File: config.mk
export PLATFORM = sky130hd
export DESIGN_NAME = scivr_top
export DESIGN_NICKNAME = d
export VERILOG_FILES = /design/src/logic/scivr_pkg.sv /design/src/logic/scivr_reg_if.sv /design/src/logic/scivr_ahb_slave.sv /design/src/logic/scivr_top.sv
export SDC_FILE = /design/constraint.sdc
export NUM_CORES = 1
export LEC_CHECK = 0
export BUFFER_PORTS_ARGS = -buffer_cell sky130_fd_sc_hd__buf_2
export CAP_MARGIN = 15
export CORE_MARGIN = 2
export CORE_UTILIZATION = 44
export CTS_CLUSTER_DIAMETER = 100
export CTS_CLUSTER_SIZE = 25
export DETAILED_ROUTE_END_ITERATION = 10
export PLACE_DENSITY = 0.78
export SETUP_SLACK_MARGIN = 0.15
export SYNTH_ARGS = -nofsm -noshare
export SYNTH_HDL_FRONTEND = slang
export SYNTH_SLANG_ARGS = --single-unit
File: constraint.sdc
create_clock -name clk -period 2.25 [get_ports clk]
set_clock_uncertainty 0.1 [all_clocks]
set_input_delay 0.225 -clock clk [delete_from_list [all_inputs] [get_ports clk]]
set_output_delay 0.225 -clock clk [all_outputs]
set_load 0.01 [all_outputs]
File: src/logic/scivr_pkg.sv
// constants for the slot control initial value register block
`default_nettype none
package scivr_pkg;
   localparam int ADDR_W = 12;
   localparam int DATA_W = 32;
   localparam int NFIELD = 9;
   // register byte addresses
   localparam logic [11:0] INIT_VALUE_ADDR = 12'h420;
   localparam logic [11:0] STATUS_ADDR = 12'h424;
   // field positions inside slot_control_initial_value
   localparam int BUTTON_PRESS_EVENT_EN_POS = 0;
   localparam int POWER_FAULT_EVENT_EN_POS = 1;
   localparam int LATCH_SENSOR_CHANGE_EN_POS = 2;
   localparam int PRESENCE_CHANGE_EN_POS = 3;
   localparam int CMD_DONE_IRQ_EN_POS = 4;
   localparam int HOTPLUG_IRQ_EN_POS = 5;
   localparam int ATTENTION_LAMP_CTL_POS = 6;
   localparam int POWER_LAMP_CTL_POS = 8;
   localparam int SLOT_POWER_SWITCH_CTL_POS = 10;
   localparam int LINK_ACTIVE_CHANGE_EN_POS = 12;
   // per-field lsb and width, field index order as above
   localparam int FIELD_LSB [NFIELD] = '{0, 1, 2, 3, 4, 5, 6, 8, 10};
   localparam int FIELD_WID [NFIELD] = '{1, 1, 1, 1, 1, 1, 2, 2, 1};
   localparam int LINK_FIELD = 9;
   // reset values
   localparam logic [15:0] ATTENTION_LAMP_CTL_RST = 16'h00c0;
   localparam logic [15:0] POWER_LAMP_CTL_RST = 16'h0100;
   localparam logic [15:0] INIT_VALUE_RST = ATTENTION_LAMP_CTL_RST | POWER_LAMP_CTL_RST;
   localparam logic [15:0] INIT_VALUE_MASK = 16'h17ff;
   // status register layout
   localparam int STAT_CAP_EN_POS = 0;
   localparam int STAT_PART_RST_POS = 1;
   localparam int STAT_LOAD_CNT_LSB = 8;
   localparam int LOAD_CNT_W = 8;
   // ahb constants
   localparam logic [1:0] HTRANS_IDLE = 2'h0;
   localparam logic HRESP_OKAY = 1'h0;
endpackage
`default_nettype wire

File: src/logic/scivr_reg_if.sv
// register access carrier between bus slave and register bank
`timescale 1ns/10ps
`default_nettype none
interface scivr_reg_if;
   logic wrStb;
   logic [11:0] wrAddr;
   logic [31:0] wrData;
   logic [11:0] rdAddr;
   logic [31:0] rdData;
   modport bus (output wrStb, output wrAddr, output wrData, output rdAddr, input rdData);
   modport regs (input wrStb, input wrAddr, input wrData, input rdAddr, output rdData);
endinterface
`default_nettype wire

File: src/logic/scivr_ahb_slave.sv
// zero wait state ahb-lite slave front end
`timescale 1ns/10ps
`default_nettype none
module scivr_ahb_slave (
   // clock and reset
   input wire logic clk,
   input wire logic nrst,
   // ahb-lite slave
   input wire logic hsel,
   input wire logic [31:0] haddr,
   input wire logic [1:0] htrans,
   input wire logic hwrite,
   input wire logic [2:0] hsize,
   input wire logic [31:0] hwdata,
   input wire logic hready,
   output logic hreadyout,
   output logic hresp,
   output logic [31:0] hrdata,
   // register side
   scivr_reg_if.bus regIf
);
   typedef struct packed {
      logic wrPend;
      logic [11:0] wrAddr;
      logic [31:0] rdData;
   } scivr_ahb_st_t;

   scivr_ahb_st_t st_r;
   scivr_ahb_st_t st_nxt;
   logic addrPhase;

   // hsize is not decoded: only whole-word transfers are issued
   assign addrPhase = hsel && hready && (htrans[1] != 1'b0);

   assign regIf.rdAddr = {haddr[11:2], 2'h0};
   assign regIf.wrStb = st_r.wrPend;
   assign regIf.wrAddr = st_r.wrAddr;
   assign regIf.wrData = hwdata;

   always_comb begin
      st_nxt = st_r;
      st_nxt.wrPend = addrPhase && hwrite;
      if (addrPhase) begin
         st_nxt.wrAddr = {haddr[11:2], 2'h0};
      end
      // read data captured at the address phase so it comes from a flop
      if (addrPhase && !hwrite) begin
         st_nxt.rdData = regIf.rdData;
      end
   end

   always_ff @(posedge clk) begin
      if (!nrst) begin
         st_r <= '0;
      end else begin
         st_r <= st_nxt;
      end
   end

   assign hreadyout = 1'b1;
   assign hresp = scivr_pkg::HRESP_OKAY;
   assign hrdata = st_r.rdData;
endmodule
`default_nettype wire

File: src/logic/scivr_top.sv
// slot control initial value register bank with load paths to slot control
// Operation
// RULE1: capability enable rising loads every slot control field from initial values.
// RULE2: software write to initial values updates slot control fields at once.
// RULE3: partition reset leaves the write-lockable capability bits untouched.
// RULE4: after partition fundamental reset, slot control fields take programmed initial values.
// RULE5: bits 0-3 hold the four event enables, each resetting to zero.
// RULE6: bit 4 command-complete irq enable, bit 5 hot-plug irq enable, reset zero.
// RULE7: bits 7:6 attention lamp reset 3, 9:8 power lamp reset 1, bit 10 zero.
// RULE8: bit 12 link active change enable, reset zero, immediate write effect too.
// RULE9: fields survive partition resets; only full fundamental reset restores defaults.
//
// Chosen here: the AHB-Lite register port.
`timescale 1ns/10ps
`default_nettype none
module scivr_top #(
   parameter int NFIELD = scivr_pkg::NFIELD
) (
   // clock and full fundamental reset
   input wire logic clk,
   input wire logic nrst,
   // ahb-lite slave
   input wire logic hsel,
   input wire logic [31:0] haddr,
   input wire logic [1:0] htrans,
   input wire logic hwrite,
   input wire logic [2:0] hsize,
   input wire logic [31:0] hwdata,
   input wire logic hready,
   output logic hreadyout,
   output logic hresp,
   output logic [31:0] hrdata,
   // port state
   input wire logic capEn,
   input wire logic partRstN,
   // load path to slot_control_live
   output logic [NFIELD:0] fieldLoad,
   output logic [15:0] fieldValue
);
   typedef struct packed {
      logic [15:0] initVal;
      logic capEnPrev;
      logic loadPend;
      logic [NFIELD:0] load;
      logic [scivr_pkg::LOAD_CNT_W-1:0] loadCnt;
   } scivr_top_st_t;

   scivr_top_st_t st_r;
   scivr_top_st_t st_nxt;
   scivr_reg_if regIf();
   logic initWr;
   logic loadAll;
   logic [NFIELD:0] fieldMaskHit;

   // reads the register at a byte address, bypassing a write in flight
   function automatic logic [31:0] readReg(input logic [11:0] addr, input logic [15:0] iv,
                                           input logic ce, input logic pr,
                                           input logic [7:0] cnt);
      logic [31:0] v;
      v = 32'h0;
      if (addr == scivr_pkg::INIT_VALUE_ADDR) begin
         v[15:0] = iv & scivr_pkg::INIT_VALUE_MASK;
      end else if (addr == scivr_pkg::STATUS_ADDR) begin
         v[scivr_pkg::STAT_CAP_EN_POS] = ce;
         v[scivr_pkg::STAT_PART_RST_POS] = pr;
         v[scivr_pkg::STAT_LOAD_CNT_LSB +: scivr_pkg::LOAD_CNT_W] = cnt;
      end
      return v;
   endfunction

   scivr_ahb_slave scivr_ahb_slave_inst (
      .clk(clk),
      .nrst(nrst),
      .hsel(hsel),
      .haddr(haddr),
      .htrans(htrans),
      .hwrite(hwrite),
      .hsize(hsize),
      .hwdata(hwdata),
      .hready(hready),
      .hreadyout(hreadyout),
      .hresp(hresp),
      .hrdata(hrdata),
      .regIf(regIf.bus)
   );

   assign initWr = regIf.wrStb && (regIf.wrAddr == scivr_pkg::INIT_VALUE_ADDR);

   // write in the data phase beats the old value for a read right behind it
   always_comb begin
      if (initWr && (regIf.rdAddr == scivr_pkg::INIT_VALUE_ADDR)) begin
         regIf.rdData = readReg(regIf.rdAddr, regIf.wrData[15:0], capEn, !partRstN,
                                st_r.loadCnt);
      end else begin
         regIf.rdData = readReg(regIf.rdAddr, st_r.initVal, capEn, !partRstN, st_r.loadCnt);
      end
   end

   // every field is refreshed by any of the three causes
   assign loadAll = initWr // [RULE2] [RULE8]
      || (capEn && !st_r.capEnPrev) // [RULE1]
      || (st_r.loadPend && partRstN); // [RULE4]

   // one load strobe per field, field LINK_FIELD is the link active enable
   generate
      for (genvar i = 0; i <= NFIELD; i++) begin : gField
         assign fieldMaskHit[i] = loadAll;
      end
   endgenerate

   always_comb begin
      st_nxt = st_r;
      st_nxt.capEnPrev = capEn;
      st_nxt.load = fieldMaskHit;
      // partition reset only arms a reload; initial values are kept
      if (!partRstN) begin
         st_nxt.loadPend = 1'b1; // [RULE3] [RULE9]
      end else if (loadAll) begin
         st_nxt.loadPend = 1'b0;
      end
      if (initWr) begin
         // reserved bits 11 and 13-15 stay zero
         st_nxt.initVal = regIf.wrData[15:0] & scivr_pkg::INIT_VALUE_MASK; // [RULE2] [RULE8]
      end
      if (loadAll) begin
         st_nxt.loadCnt = st_r.loadCnt + 8'h01;
      end
   end

   always_ff @(posedge clk) begin
      if (!nrst) begin
         // full reset: defaults restored and a load armed for release
         st_r <= '0;
         st_r.initVal <= scivr_pkg::INIT_VALUE_RST; // [RULE5] [RULE6] [RULE7] [RULE8] [RULE9]
         st_r.loadPend <= 1'b1;
      end else begin
         st_r <= st_nxt;
      end
   end

   // value and strobe leave together so the live register sees the new value
   assign fieldLoad = st_r.load;
   assign fieldValue = st_r.initVal;
endmodule
`default_nettype wire

==> impl_metrics.py <==
metrics = {
    "outcome": {
        "run_status": "complete, no violations",
    },
    "yosys": {
        "postSynth.topFlopCell": "dfxtp_1",
        "compound_cell_area_share_of_the_yosys_netlist_pct": 12.3,
        "synth_adder_area_share_pct": 0.524,
        "syn-instance-count": 256,
        "async_flop_share_pct": 0,
        "synth-seq-area-share_pct": 41.9,
        "synth_area_in_xor_xnor_pct": 0,
        "syn-cell-area_sq_um": 2390,
        "yosys.cell_types.count": 34,
        "ys_warnings": 0,
        "post_synth_and_or_nand_nor_area_fraction_pct": 20.5,
        "synth.area.mux_share_pct": 7.54,
        "synth_edf_count": 0,
        "synthesis.area_per_instance_sq_um": 9.33,
        "combinational_family_with_the_most_area_after_synthesis": "simple AND/OR/NAND/NOR gates",
        "ys_seq_elements": 50,
    },
    "die": {
        "die_footprint_sq_um": 6030,
        "chipHeight_microns": 77.7,
        "initial_core_util_pct": 46.2,
        "coreArea_sq_um": 5170,
        "num_io_pins": 136,
        "die_width_microns": 77.7,
        "rows": 26,
    },
    "route": {
        "route.top_layer_used": "met4",
        "met3_wirelength_microns": 272,
        "drt_first_iter_violations": 83,
        "vias_per_cell": 4.77,
        "wl_microns": 4770,
        "route.vias.total": 1764,
        "antenna_violating_nets_post_route": 0,
        "wl_met1_microns": 2130,
        "drt_drc_violations_left": 0,
        "met2RoutedLength_microns": 2290,
        "wl_per_cell_microns": 12.9,
        "tritonroute_pass_1_iters": 4,
    },
    "sta": {
        "post-route-period-util_pct": 79.2,
        "final_number_of_max_transition_violations": 0,
        "final_hold_viol_count": 0,
        "peak_freq_ghz": 0.561,
        "setup_violations": 0,
        "grt_setup_unrepaired": "no",
        "max_slew_margin_pct": 62.1,
        "tightestPinTransition_ns": 0.563,
        "setup_tns_ns": 0,
        "post-route-min-period_ns": 1.78,
    },
    "critical_path": {
        "critical_path.startpoint_type": "register",
        "worst-setup-path-type": "register to register",
        "reg2reg_setup_slack_ns": 0.47,
        "highest_fanout_seen_on_the_critical_path": 23,
        "cp_data_required_time_ns": 2.38,
        "cp.arrival_ns": 1.92,
        "critical_path.endpoint_type": "register",
    },
    "global_route": {
        "gr-total-overflow": 0,
        "largest_net_degree_at_the_start_of_global_routing": 26,
        "grt_antenna_before_repair": 0,
        "grt_util_all_layers_pct": 16.2,
        "global_route_wire_length_before_repair_microns": 7800,
        "grt_pass1_vias": 1674,
    },
    "final_layout": {
        "num_antenna_cells": 0,
        "commonest_cells_after_routing_fill_and_taps_aside": "buf_2, dfxtp_1, nand2_1",
        "mostFrequentLayoutCell": "buf_2",
        "area_growth_pct": 10.3,
        "drive_gt1_share_pct": 28.3,
        "final_util_pct": 50.9,
        "nNetsFinal": 376,
        "fillers": 494,
    },
    "placed_design": {
        "finalWeightedCongestion": 0.787,
        "place.detailed.hpwl_microns": 3330,
        "numPortBuffers": 67,
    },
    "clock_network": {
        "cts_made_buffers": 5,
        "postCtsSetupRepairBufs": 0,
        "path_clk_slew_ns": 0.09,
        "clock-sinks": 50,
        "worstSkewPairLatency_ns": 0.30,
        "ctsRootBufferMaster": "clkbuf_8",
        "clockBufferDepth": 2,
        "cts_tree": "built",
        "cts_h_tree_depth": 2,
    },
    "run": {
        "max-cap-violations": 0,
    },
    "power_and_ir_drop": {
        "cellPowerDensity_nw_per_um2": 639,
        "irDropWorstVdd_mv": 0.314,
        "power.leakage_uw": 0.00122,
    },
    "min_path": {
        "min-delay-path-class": "input pin to register",
    },
}
## metal layers
metal,vias to the layer above,track usage [%]
li1,887,-
met1,816,19.1
met2,55,27.6
met3,6,4.53
met4,0,6.96
met5,-,0
## critical path, stage by stage (launching register included)
cell and delay, ns:
dfxtp_1 0.32, nor4b_1 0.41, nand4_2 0.15, buf_4 0.26
a211oi_2 0.26, mux2i_1 0.20
## timing repair
action	CTS	global route
gates resized for setup	0	0
hold buffers	1	0
hold endpoints to repair	1	0
## where the power goes
group / internal, uW / total, uW / switching (uW)
logic: 55.8 / 137 / 81.1
registers: 898 / 911 / 13.1
clock network: 333 / 637 / 303
## cells in the mapped netlist (all sizes together) (3+ instances only)
master  number  area [sq um]
nand2       38           143
and3         4          25.0
nor2b       12          75.1
dfxtp       50          1000
nand2b       6          37.5
buf         48           372
clkbuf       7          26.3
a21boi      14           105
nor4         3          48.8
a21oi        5          25.0
and2         3          18.8
nand4        3          25.0
a22oi       10          75.1
mux2i       18           180
o21ai       12          60.1
nand3        5          25.0
## cell families after synthesis
logic type | Yosys count
buffers and inverters | 57
flip-flops | 50
AND/OR/NAND/NOR | 84
multiplexers | 18
adder cells (fa/ha/maj) | 1
AO/OA/AOI/OAI | 44
other | 2
## area by class of cell
class	count	area (sq um)	share of cell area, %
Clock buffer	5	68.8	2.61
Inverter	2	7.51	0.285
Multi-Input combinational cell	169	1060	40.1
Timing Repair Buffer	71	368	14.0
Clock inverter	3	43.8	1.66
Sequential cell	50	1000	38.0
Tap cell	70	87.6	3.33
## sequential cells by signal (all words and copies together) (netlist names)
register	flops
scivr_ahb_slave_inst.hrdata	16
scivr_ahb_slave_inst.regIf.wrStb	1
scivr_ahb_slave_inst.regIf.wrAddr	10
fieldLoad	1
fieldValue	12
st_r	10
## through the flow
| stage | total power (uW) | setup slack (ns) | instances | area (sq um) | hold slack (ns) |
|---|---|---|---|---|---|
| floorplan | 1050 | 0.603 | 276 | 2460 | 0.187 |
| global placement | 1060 | 0.329 | 361 | 2510 | 0.323 |
| detailed placement | 1070 | 0.326 | 361 | 2510 | 0.317 |
| CTS | 1690 | 0.437 | 370 | 2630 | 0.0559 |
| global route | 1750 | 0.298 | 370 | 2630 | 0.0632 |
| finish | 1680 | 0.467 | 370 | 2630 | 0.0559 |
## worst paths after layout
| path | startpoint | cells past startpoint | endpoint |
|---|---|---|---|
| max | scivr_ahb_slave_inst.regIf.wrAddr[4] | 5 | st_r[7] |
| min reg2reg | scivr_ahb_slave_inst.hrdata[4] | 2 | scivr_ahb_slave_inst.hrdata[4] |
| max reg2reg | scivr_ahb_slave_inst.regIf.wrAddr[4] | 5 | st_r[7] |
| min | hwdata[7] | 3 | fieldValue[7] |
(Power assumes the default switching activity.)
